**config.mk**
```make
export PLATFORM = sky130hd
export DESIGN_NAME = camera_io_line_timer
export DESIGN_NICKNAME = d
export VERILOG_FILES = /design/src/rtl/line_timer_pkg.sv /design/src/rtl/camera_io_line_timer.sv
export SDC_FILE = /design/constraint.sdc
export NUM_CORES = 1
export LEC_CHECK = 0
export BUFFER_PORTS_ARGS = -buffer_cell sky130_fd_sc_hd__clkbuf_2
export CORE_ASPECT_RATIO = 0.75
export CORE_MARGIN = 4
export CORE_UTILIZATION = 54
export DETAILED_ROUTE_END_ITERATION = 10
export HOLD_SLACK_MARGIN = 0.03
export PLACE_DENSITY = 0.76
export RECOVER_POWER = 50
export SKIP_CTS_REPAIR_TIMING = 1
export SKIP_LAST_GASP = 1
export SYNTH_ARGS = -nofsm -noshare
export SYNTH_HDL_FRONTEND = slang
export SYNTH_SLANG_ARGS = --single-unit
export TNS_END_PERCENT = 50
```
**constraint.sdc**
```tcl
create_clock -name core_clk_i -period 2.4 [get_ports core_clk_i]
set_input_delay 0.24 -clock core_clk_i [delete_from_list [all_inputs] [get_ports core_clk_i]]
set_output_delay 0.24 -clock core_clk_i [all_outputs]
set_load 0.01 [all_outputs]
```
**src/rtl/line_timer_pkg.sv**
```systemverilog
// What this block does
// [RQ1] source code 0 holds the output line inactive, no pulses
// [RQ2] a source setting puts the exposure-active pulse on the line
// [RQ3] source code 2 puts the frame readout pulse on the line
// [RQ4] source code 5 drives the line from the software user level
// [RQ5] source code 7 routes the timer pulse; only then does it reach the line
// [RQ6] invert bit 0 passes the selected signal, 1 inverts it
// [RQ7] user level 0 makes the line low, 1 makes it high
// [RQ8] filter accepts a new level only after it held the programmed time
// [RQ9] accepted transitions take effect after the debounce time
// [RQ10] pulses shorter than the debounce time are dropped
// [RQ11] debounce time is 0 to 1,000,000 microseconds
// [RQ12] one timer, triggered only by exposure start
// [RQ13] trigger source 0 disables the timer, output stays inactive
// [RQ14] timer pulse width is 0 to 60,000,000 microseconds
// [RQ15] timer waits a programmable delay, same range, before asserting
// [RQ16] activation 0 starts on falling edge, 1 on rising edge
// [RQ17] activation 2 keeps output valid only while the source is low
// [RQ18] activation 3 keeps output valid only while the source is high
// [RQ19] level high: start on event, wait delay, then high while source high
// [RQ20] a one microsecond tick from the clock times all intervals
package line_timer_pkg;

	////////////////////////////////////////////////////////////////////////////
	// bus geometry and register offsets
	localparam int        ADR_W               = 8;
	localparam int        DAT_W               = 32;
	localparam int        SEL_W               = 4;
	localparam logic [7:0] ADR_LINE_CTRL       = 8'h00;
	localparam logic [7:0] ADR_DEBOUNCE        = 8'h04;
	localparam logic [7:0] ADR_TMR_CTRL        = 8'h08;
	localparam logic [7:0] ADR_TMR_DUR         = 8'h0c;
	localparam logic [7:0] ADR_PULSE_GEN_DELAY = 8'h10;
	localparam logic [7:0] ADR_STATUS          = 8'h14;

	////////////////////////////////////////////////////////////////////////////
	// field positions
	localparam int CTRL_SRC_LO   = 0;
	localparam int CTRL_INV_BIT  = 4;
	localparam int CTRL_USER_BIT = 8;
	localparam int TCTL_SRC_BIT  = 0;
	localparam int TCTL_ACT_LO   = 4;
	localparam int STAT_FILT_BIT = 0;
	localparam int STAT_RAW_BIT  = 1;
	localparam int STAT_TOUT_BIT = 2;
	localparam int STAT_BUSY_BIT = 3;
	localparam int STAT_LINE_BIT = 4;
	localparam int DEB_W         = 20;
	localparam int TMR_W         = 26;

	////////////////////////////////////////////////////////////////////////////
	// encodings
	localparam logic [2:0] SRC_OFF   = 3'h0;
	localparam logic [2:0] SRC_EXPO  = 3'h1;
	localparam logic [2:0] SRC_FRAME = 3'h2;
	localparam logic [2:0] SRC_USER  = 3'h5;
	localparam logic [2:0] SRC_TIMER = 3'h7;
	localparam logic [1:0] ACT_FALL  = 2'h0;
	localparam logic [1:0] ACT_RISE  = 2'h1;
	localparam logic [1:0] ACT_LOW   = 2'h2;
	localparam logic [1:0] ACT_HIGH  = 2'h3;

	typedef enum logic [2:0] {
		T_IDLE   = 3'b001,
		T_DELAY  = 3'b010,
		T_ACTIVE = 3'b100
	} tmr_state_t;

	////////////////////////////////////////////////////////////////////////////
	// limits, reset values, timing
	localparam logic [31:0]      DEB_MAX_US    = 32'h000f_4240;
	localparam logic [31:0]      TMR_MAX_US    = 32'h0393_8700;
	localparam logic [2:0]       RST_SRC       = SRC_OFF;
	localparam logic [1:0]       RST_ACT       = ACT_RISE;
	localparam logic [DEB_W-1:0] RST_DEB       = 20'h0_0000;
	localparam logic [TMR_W-1:0] RST_TMR       = 26'h000_0000;
	localparam int               CLK_PERIOD_PS = 4000;
	localparam int               US_PS         = 1000000;
	localparam int               TICK_CYC      = US_PS / CLK_PERIOD_PS;
	localparam logic [7:0]       TICK_LAST     = 8'(TICK_CYC - 1);

endpackage

```
**src/rtl/camera_io_line_timer.sv**
```systemverilog
`timescale 1ns/1ps
module camera_io_line_timer (
	// clock and reset
	input  wire logic                              core_clk_i,
	input  wire logic                              sys_rst_i,
	// wishbone classic slave
	input  wire logic                              wb_cyc_i,
	input  wire logic                              wb_stb_i,
	input  wire logic                              wb_we_i,
	input  wire logic [line_timer_pkg::ADR_W-1:0]  wb_adr_i,
	input  wire logic [line_timer_pkg::DAT_W-1:0]  wb_dat_i,
	input  wire logic [line_timer_pkg::SEL_W-1:0]  wb_sel_i,
	output logic      [line_timer_pkg::DAT_W-1:0]  wb_dat_o,
	output logic                                   wb_ack_o,
	// camera core signals, same clock
	input  wire logic                              exposure_active_i,
	input  wire logic                              readout_active_i,
	// control receptacle
	input  wire logic                              line_in_i,
	output logic                                   line_out_o,
	output logic                                   line_in_filt_o
);
	import line_timer_pkg::*;

	////////////////////////////////////////////////////////////////////////////
	// state
	typedef struct packed {
		logic                ack;
		logic [DAT_W-1:0]    rdat;
		logic [2:0]          src;
		logic                inv;
		logic                user;
		logic [DEB_W-1:0]    deb_time;
		logic                tsrc;
		logic [1:0]          tact;
		logic [TMR_W-1:0]    tdur;
		logic [TMR_W-1:0]    pulse_gen_delay;
		logic                in_meta;
		logic                in_sync;
		logic                filt;
		logic [7:0]          deb_pre;
		logic [DEB_W-1:0]    deb_us;
		tmr_state_t          tst;
		logic [7:0]          tmr_pre;
		logic [TMR_W-1:0]    tmr_us;
		logic                expo_d;
		logic                tmr_out;
		logic                line_out;
	} st_t;

	localparam st_t ST_RST = '{
		ack: 1'b0, rdat: 32'h0000_0000, src: RST_SRC, inv: 1'b0, user: 1'b0,
		deb_time: RST_DEB, tsrc: 1'b0, tact: RST_ACT, tdur: RST_TMR,
		pulse_gen_delay: RST_TMR, in_meta: 1'b0, in_sync: 1'b0, filt: 1'b0,
		deb_pre: 8'h00, deb_us: RST_DEB, tst: T_IDLE, tmr_pre: 8'h00,
		tmr_us: RST_TMR, expo_d: 1'b0, tmr_out: 1'b0, line_out: 1'b0
	};

	st_t              st_ff;
	st_t              nxt_st;
	logic [DAT_W-1:0] ctrl_word;
	logic [DAT_W-1:0] tctl_word;
	logic [DAT_W-1:0] stat_word;
	logic [DAT_W-1:0] wr_word;
	logic [DAT_W-1:0] lim_word;
	logic             req;
	logic             sel_raw;
	logic             src_ok;
	logic             expo_rise;
	logic             expo_fall;
	logic             tmr_start;
	logic             edge_mode;
	logic             level_ok;

	////////////////////////////////////////////////////////////////////////////
	// helpers
	function automatic logic [DAT_W-1:0] merge_lanes(input logic [DAT_W-1:0] old,
		input logic [DAT_W-1:0] dat, input logic [SEL_W-1:0] sel);
		logic [DAT_W-1:0] res;
		res = old;
		for (int i = 0; i < SEL_W; i++) begin
			if (sel[i]) begin
				res[8*i +: 8] = dat[8*i +: 8];
			end
		end
		return res;
	endfunction

	// out-of-range times saturate rather than wrap, so a large write stays large
	function automatic logic [DAT_W-1:0] clamp_us(input logic [DAT_W-1:0] v,
		input logic [DAT_W-1:0] lim);
		return (v > lim) ? lim : v;
	endfunction

	function automatic logic tick_done(input logic [7:0] pre);
		return pre == TICK_LAST;
	endfunction

	////////////////////////////////////////////////////////////////////////////
	// readback words
	always_comb begin
		ctrl_word = '0;
		ctrl_word[CTRL_SRC_LO +: 3] = st_ff.src;
		ctrl_word[CTRL_INV_BIT] = st_ff.inv;
		ctrl_word[CTRL_USER_BIT] = st_ff.user;
		tctl_word = '0;
		tctl_word[TCTL_SRC_BIT] = st_ff.tsrc;
		tctl_word[TCTL_ACT_LO +: 2] = st_ff.tact;
		stat_word = '0;
		stat_word[STAT_FILT_BIT] = st_ff.filt;
		stat_word[STAT_RAW_BIT] = st_ff.in_sync;
		stat_word[STAT_TOUT_BIT] = st_ff.tmr_out;
		stat_word[STAT_BUSY_BIT] = st_ff.tst != T_IDLE;
		stat_word[STAT_LINE_BIT] = st_ff.line_out;
	end

	////////////////////////////////////////////////////////////////////////////
	// combinational helpers for line mux and timer trigger
	always_comb begin
		src_ok = 1'b1;
		unique case (st_ff.src)
			SRC_EXPO:  sel_raw = exposure_active_i;   // [RQ2]
			SRC_FRAME: sel_raw = readout_active_i;    // [RQ3]
			SRC_USER:  sel_raw = st_ff.user;          // [RQ4]
			SRC_TIMER: sel_raw = st_ff.tmr_out;       // [RQ5]
			default: begin
				sel_raw = 1'b0;
				src_ok = 1'b0;
			end
		endcase
	end

	assign req       = wb_cyc_i & wb_stb_i & ~st_ff.ack;
	assign expo_rise = exposure_active_i & ~st_ff.expo_d;
	assign expo_fall = ~exposure_active_i & st_ff.expo_d;
	assign edge_mode = (st_ff.tact == ACT_FALL) || (st_ff.tact == ACT_RISE);
	// exposure start is the only trigger the timer knows
	assign tmr_start = st_ff.tsrc &&                                          // [RQ12]
		(((st_ff.tact == ACT_FALL) || (st_ff.tact == ACT_LOW)) ? expo_fall : expo_rise); // [RQ16]
	assign level_ok  = (st_ff.tact == ACT_HIGH) ? exposure_active_i :         // [RQ18]
		(st_ff.tact == ACT_LOW) ? ~exposure_active_i : 1'b1;                  // [RQ17]

	////////////////////////////////////////////////////////////////////////////
	// next state
	always_comb begin
		nxt_st = st_ff;
		wr_word = '0;
		lim_word = '0;

		// bus: one wait-free answer, ack stands one cycle
		nxt_st.ack = req;
		nxt_st.rdat = '0;
		if (req) begin
			case (wb_adr_i)
				ADR_LINE_CTRL: begin
					nxt_st.rdat = ctrl_word;
					if (wb_we_i) begin
						wr_word = merge_lanes(ctrl_word, wb_dat_i, wb_sel_i);
						nxt_st.src = wr_word[CTRL_SRC_LO +: 3];
						nxt_st.inv = wr_word[CTRL_INV_BIT];
						nxt_st.user = wr_word[CTRL_USER_BIT];              // [RQ7]
					end
				end
				ADR_DEBOUNCE: begin
					nxt_st.rdat = 32'(st_ff.deb_time);
					if (wb_we_i) begin
						wr_word = merge_lanes(32'(st_ff.deb_time), wb_dat_i, wb_sel_i);
						lim_word = clamp_us(wr_word, DEB_MAX_US);          // [RQ11]
						nxt_st.deb_time = lim_word[DEB_W-1:0];
					end
				end
				ADR_TMR_CTRL: begin
					nxt_st.rdat = tctl_word;
					if (wb_we_i) begin
						wr_word = merge_lanes(tctl_word, wb_dat_i, wb_sel_i);
						nxt_st.tsrc = wr_word[TCTL_SRC_BIT];
						nxt_st.tact = wr_word[TCTL_ACT_LO +: 2];
					end
				end
				ADR_TMR_DUR: begin
					nxt_st.rdat = 32'(st_ff.tdur);
					if (wb_we_i) begin
						wr_word = merge_lanes(32'(st_ff.tdur), wb_dat_i, wb_sel_i);
						lim_word = clamp_us(wr_word, TMR_MAX_US);          // [RQ14]
						nxt_st.tdur = lim_word[TMR_W-1:0];
					end
				end
				ADR_PULSE_GEN_DELAY: begin
					nxt_st.rdat = 32'(st_ff.pulse_gen_delay);
					if (wb_we_i) begin
						wr_word = merge_lanes(32'(st_ff.pulse_gen_delay), wb_dat_i, wb_sel_i);
						lim_word = clamp_us(wr_word, TMR_MAX_US);          // [RQ15]
						nxt_st.pulse_gen_delay = lim_word[TMR_W-1:0];
					end
				end
				ADR_STATUS: begin
					nxt_st.rdat = stat_word;
				end
				default: begin
					nxt_st.rdat = '0;
				end
			endcase
		end

		// input pin: two-stage synchroniser
		nxt_st.in_meta = line_in_i;
		nxt_st.in_sync = st_ff.in_meta;

		// debounce: a mismatch must survive deb_time whole microseconds
		if (st_ff.in_sync == st_ff.filt) begin
			nxt_st.deb_pre = 8'h00;                                        // [RQ10]
			nxt_st.deb_us = '0;
		end else if (st_ff.deb_us == st_ff.deb_time) begin
			nxt_st.filt = st_ff.in_sync;                                   // [RQ8]
			nxt_st.deb_pre = 8'h00;
			nxt_st.deb_us = '0;
		end else if (tick_done(st_ff.deb_pre)) begin
			nxt_st.deb_pre = 8'h00;                                        // [RQ20]
			nxt_st.deb_us = st_ff.deb_us + 20'h0_0001;                     // [RQ9]
		end else begin
			nxt_st.deb_pre = st_ff.deb_pre + 8'h01;
		end

		// timer
		nxt_st.expo_d = exposure_active_i;
		if (tick_done(st_ff.tmr_pre)) begin
			nxt_st.tmr_pre = 8'h00;                                        // [RQ20]
			nxt_st.tmr_us = st_ff.tmr_us + 26'h000_0001;
		end else begin
			nxt_st.tmr_pre = st_ff.tmr_pre + 8'h01;
		end
		unique case (st_ff.tst)
			T_IDLE: begin
				nxt_st.tmr_pre = 8'h00;
				nxt_st.tmr_us = '0;
				if (tmr_start) begin
					if (st_ff.pulse_gen_delay != '0) begin
						nxt_st.tst = T_DELAY;                              // [RQ15]
					end else if (edge_mode && st_ff.tdur == '0) begin
						nxt_st.tst = T_IDLE;
					end else begin
						nxt_st.tst = T_ACTIVE;
					end
				end
			end
			T_DELAY: begin
				// a level mode whose level is gone has nothing left to show
				if (!level_ok) begin
					nxt_st.tst = T_IDLE;                                   // [RQ19]
				end else if (st_ff.tmr_us == st_ff.pulse_gen_delay) begin
					nxt_st.tmr_pre = 8'h00;
					nxt_st.tmr_us = '0;
					nxt_st.tst = (edge_mode && st_ff.tdur == '0) ? T_IDLE : T_ACTIVE;
				end
			end
			T_ACTIVE: begin
				// level modes ignore the duration and follow the source
				if (edge_mode ? (st_ff.tmr_us == st_ff.tdur) : !level_ok) begin
					nxt_st.tst = T_IDLE;                                   // [RQ14]
				end
			end
		endcase
		if (!st_ff.tsrc) begin
			nxt_st.tst = T_IDLE;                                           // [RQ13]
		end
		nxt_st.tmr_out = (nxt_st.tst == T_ACTIVE) && (edge_mode || level_ok); // [RQ19]

		// output line: off stays low whatever the inverter says
		nxt_st.line_out = src_ok ? (sel_raw ^ st_ff.inv) : 1'b0;           // [RQ1] [RQ6]
	end

	always_ff @(posedge core_clk_i) begin
		if (sys_rst_i) begin
			st_ff <= ST_RST;
		end else begin
			st_ff <= nxt_st;
		end
	end

	assign wb_ack_o       = st_ff.ack;
	assign wb_dat_o       = st_ff.rdat;
	assign line_out_o     = st_ff.line_out;
	assign line_in_filt_o = st_ff.filt;
endmodule

```
# Yosys cells after proc, flatten, opt, wreduce, memory -nomap -nowiden
# Index checks and enable logic that the tools add are counted.
[word_totals] reg_bits=184 input_bits=52 out_inout_bits=35
[op_classes] add_sub_neg=4 n_lt_le_gt_ge=3 eq_ne=23 mux=70 bitwise_logic=11 reduce_logical=23
[op_table] cell="$mux W8" n=49
[op_table] cell="$pmux W26 S6" n=1
[op_table] cell="$mux W26" n=3
[op_table] cell="$pmux W34 S2" n=1
[op_table] cell="$gt A32 B26 Y1 const B" n=2
[op_table] cell="$eq A26 B26 Y1" n=2
[op_table] cell="$mux W37" n=1
[op_table] cell="$mux W34" n=1
[op_table] cell="$gt A32 B20 Y1 const B" n=1
[op_table] cell="$add A26 B1 Y26 const B" n=1
[op_table] cell="$logic_not A26 Y1" n=1
[op_table] cell="$reduce_bool A26 Y1" n=1
[op_table] cell="$add A20 B1 Y20 const B" n=1
[op_table] cell="$eq A20 B20 Y1" n=1
[op_table] cell="$mux W20" n=1
[op_table] cell="$mux W3" n=6
[op_table] cell="$add A8 B1 Y8 const B" n=2
[op_table] cell="$eq A8 B4 Y1 const B" n=2
[op_table] cell="$eq A8 B5 Y1 const B" n=2
[op_table] cell="$eq A8 B8 Y1 const B" n=2
[op_table] cell="$eq A3 B3 Y1 const B" n=4
[op_table] cell="$reduce_and A4 Y1" n=3
[op_table] cell="$pmux W3 S3" n=1
[op_table] cell="$reduce_and A3 Y1" n=3
[op_table] cell="21 further kinds" n=42

# Depth between registers and ports, before layout
[logic_depth] depth_word=10 ltp_mapped=11 ltp_nobuf=9

# Worst setup path after synthesis
# Ideal clock, no wire load.
[synth_path] path_kind="register to register" startpoint="reg st_ff[94] (netlist name)" endpoint="reg st_ff[91] (netlist name)" setup_ps=119 arrival_ps=2397 t_required_ps=2281 slack_ps=-116 path_stages_with_launch=8 path_buffers=0 period_less_slack_ps=2516 cell_sequence="dfxtp_1 -> or3b_1 -> a222oi_1 -> nand4bb_1 -> or4b_1 -> and2_4 -> o21a_4 -> o221a_1"
[synth_via] elab_chain_len=6
[synth_lines] item="start, declared" line="camera_io_line_timer.sv:59" text="st_t st_ff;"
[synth_lines] item="start signal, assigned" line="camera_io_line_timer.sv:276" text="st_ff <= nxt_st;"
[synth_lines] item="$mux W8" line="camera_io_line_timer.sv:82" text="if (sel[i]) begin"
[synth_lines] item="$mux W8" line="camera_io_line_timer.sv:190" text="if (wb_we_i) begin"
[synth_lines] item="$mux W8" line="camera_io_line_timer.sv:154" text="case (wb_adr_i)"
[synth_lines] item="$mux W8" line="camera_io_line_timer.sv:153" text="if (req) begin"
[synth_lines] item="$gt A32 B26 Y1" line="camera_io_line_timer.sv:92" text="return (v > lim) ? lim : v;"
[synth_lines] item="$mux W26" line="camera_io_line_timer.sv:92"
# Every way passes these cells. The select of a mux whose other input is x is not followed.
# A chain may end at the register's enable or synchronous reset.

# Worst setup path after layout
[layout_path] startpoint="reg st_ff[93] (netlist name)" endpoint="reg st_ff[94] (netlist name)"
# Same word-level chain as after synthesis.

==> run summary <==
unrepaired setup endpoints after global routing = yes
Core Area = 16,900 µm²
Worst Hold End = wb_ack_o
Yosys cell types = 82
most area-hungry cell type in the Yosys netlist = dfxtp_1
ys flop type = dfxtp_1
n_diodes = 0
VDD IR max = 0.362 mV
Buffers on Ports = 80
Clock Sinks = 178
overflow left after global routing = 0
WP data arrival = 2970 ps
share of synthesized flip-flops with an asynchronous set or reset = 0%
Reg2Reg Launch Point = st_ff[93]
status = complete, but fails checks
chip width = 160 µm
final setup vio count = 39
Tmin final = 2640 ps
Final Net Count = 1,341
cell area after synthesis = 9360 µm²
remaining antenna violation count = 0
total wire length = 30.1 mm
simple-gate area share of the yosys netlist = 25.4%
WL/cell = 19.9 µm
CP Max Fanout = 5
FP Rows = 41
compound-gate portion of the synthesized area = 15.5%
reg-to-reg endpoint = st_ff[94]
Worst-Skew Late Latency = 440 ps
crit end category = register
slack of the worst reg-to-reg path = -240 ps
Max-slew headroom = 52.6%
overall power = 6220 µW
Synth area leaders = dfxtp_1, xor2_1, nor2_1, nand2_1, xnor2_1
io pins = 87
CP top delay family = simple AND/OR/NAND/NOR gates
Synth Area per Inst = 8.54 µm²
synthesized flop and latch total = 178
TNS Setup = -4740 ps
GRT Total Usage = 30.0%
FF-to-FF path depth = 7
largest net degree at the start of global routing = 38
CTS tree = done
P per Cell Area = 527 nW/µm²
deepest clock path buffer count = 2
Critical Path Start Type = register
post-synthesis sequential area ratio = 38.1%
Adder-Cell Fraction of Synth Area = 0.802%
crit path launch = st_ff[93]
die height = 122 µm
initial antenna violation count = 0
Worst-Margin Slew = 711 ps
Synth Instances = 1,096
Place WS = -284 ps
max-cap viol count = 0
Worst Path Buf+Inv = 0
initial core utilization = 55.3%
clk root buf = clkbuf_16
slowest stage cell, crit path = or4b_4
HPWL after DPL = 22.4 mm
drt first pass iters = 8
Final Util = 69.6%
Synth top area share = 38.1%
P_leak = 0.00483 µW
Clock Pin Slew Worst Setup and Hold Paths = 70 ps
Hold Crit Class = in -> reg
Critical Path RT = 2730 ps
Max Clk Rate = 378 MHz
Hold Startpoint = wb_cyc_i
first-pass GRT wire length = 46.5 mm
drt drc = 0
vias in the first global route = 8,740
Max stage delay on crit path = 540 ps
clk_skew = 9.51 ps
Hold Path Depth = 3
setup ws final = -244 ps
failing checks = setup timing
Final Hold Vio Count = 0
synth warn = 0
vias per cell = 6.16
crit-path cells = or3b_1 > a222oi_1 > nand4bb_1 > or4b_4 > and2_4 > o21a_4 > o221a_1
mux contribution to synthesized area = 2.11%
drt initial violations = 1,379
Tcrit/Tclk final = 110%
TritonCTS Buffers = 17
placer's final routability congestion estimate = 1.04
Vias = 9,301
H-tree lvl count = 4
Area Growth Syn to Fin = 26.0%
largest family of logic cells by synthesized area = simple AND/OR/NAND/NOR gates
number of synthesized flops with an enable pin = 0
WS Path Type = reg -> reg
XOR/XNOR share of the synthesized area = 12.0%
share of cells above drive strength 1 = 25.3%
max-slew violations = 0
die area = 19,500 µm²
[cell usage in the layout (no fill, tap or decap), types with 10 or more instances in the layout]
cell type / count
nor3_1: 25
clkbuf_1: 32
clkbuf_16: 18
nor2_1: 133
inv_1: 21
a21oi_1: 21
mux2i_1: 13
nor2b_1: 13
buf_4: 160
clkbuf_2: 51
nand3_1: 56
xor2_1: 91
xnor2_1: 37
o21ai_0: 19
nand2_1: 94
a221oi_1: 10
dfxtp_1: 171
nor4_1: 28
and3_1: 12
nand4_1: 27
a222oi_1: 18
[where the power goes]
| group | internal [µW] | switching (µW) |
|---|---|---|
| clock | 1510 | 1380 |
| sequential | 2950 | 2.68 |
| combinational | 150 | 217 |
| total | 4610 | 1600 |
[worst reg2reg max path, delay by kind of cell, from the launching register on]
family | cells | cell delay, ps
flops | 1 | 310
simple gates | 4 | 1330
compound gates | 3 | 890
[layer usage]
layer  up-vias  GRT usage (%)  share of wire, %  routed length (µm)
met4         0           9.24               3.1                 936
met5         -              0                 0                   0
met3        95           7.91                11                3420
met2       555           45.7                43               12800
li1       4303              -                 -                   -
met1      4348           41.7                43               12900
[cell usage after synthesis, drive strengths merged, types with 18 or more instances]
cell type and instances:
clkbuf 47, buf 46, inv 22, xor2 91, dfxtp 178, a21oi 22, nand2 98, a222oi 18
nor2 133, xnor2 37, nor4 29, nand4 27, nand3 61, nor3 27, o21ai 21
[final cells by class]
cell class,instances,area [µm²]
multi-input combinational,808,5460
fill,1298,5140
inverter,22,82.6
tap,215,269
timing repair buffer,256,1800
clock buffer,17,425
clock inverter,15,189
sequential,178,3570
[cell families (layout without fill, tap and decap cells)]
group	count (synthesis)	count (layout)
buf+inv	115	310
other cells	1	6
simple gates	470	470
fa+ha+maj	6	6
compound gates	179	179
xor+xnor	128	128
mux	19	19
flops	178	178
[state kept, by name, indices dropped and copies added (netlist names)]
name,flops
nxt_st,1
line_out_o,1
wb_dat_o,26
wb_ack_o,1
line_in_filt_o,1
st_ff,143
ctrl_word,5
[per-stage QoR]
| stage | cells | hold WS [ps] | instance area [µm²] |
|---|---|---|---|
| 2_1_floorplan | 1101 | 365 | 9380 |
| 3_3_place_gp | 1477 | 416 | 11000 |
| 3_5_place_dp | 1477 | 425 | 11000 |
| 4_1_cts | 1509 | -9.09 | 11600 |
| 5_1_grt | 1511 | 56.9 | 11800 |
| 6_report | 1511 | 49.6 | 11800 |
[worst max-delay path by stage]
| stage | to | slack (ps) | depth (start not counted) |
|---|---|---|---|
| 2_1_floorplan | st_ff[94] | -30 | 7 |
| 3_3_place_gp | st_ff[94] | -210 | 8 |
| 3_5_place_dp | st_ff[108] | -280 | 10 |
| 4_1_cts | st_ff[126] | -240 | 9 |
| 5_1_grt | st_ff[94] | -310 | 7 |
| 6_report | st_ff[94] | -240 | 7 |
(Power assumes the default switching activity.)
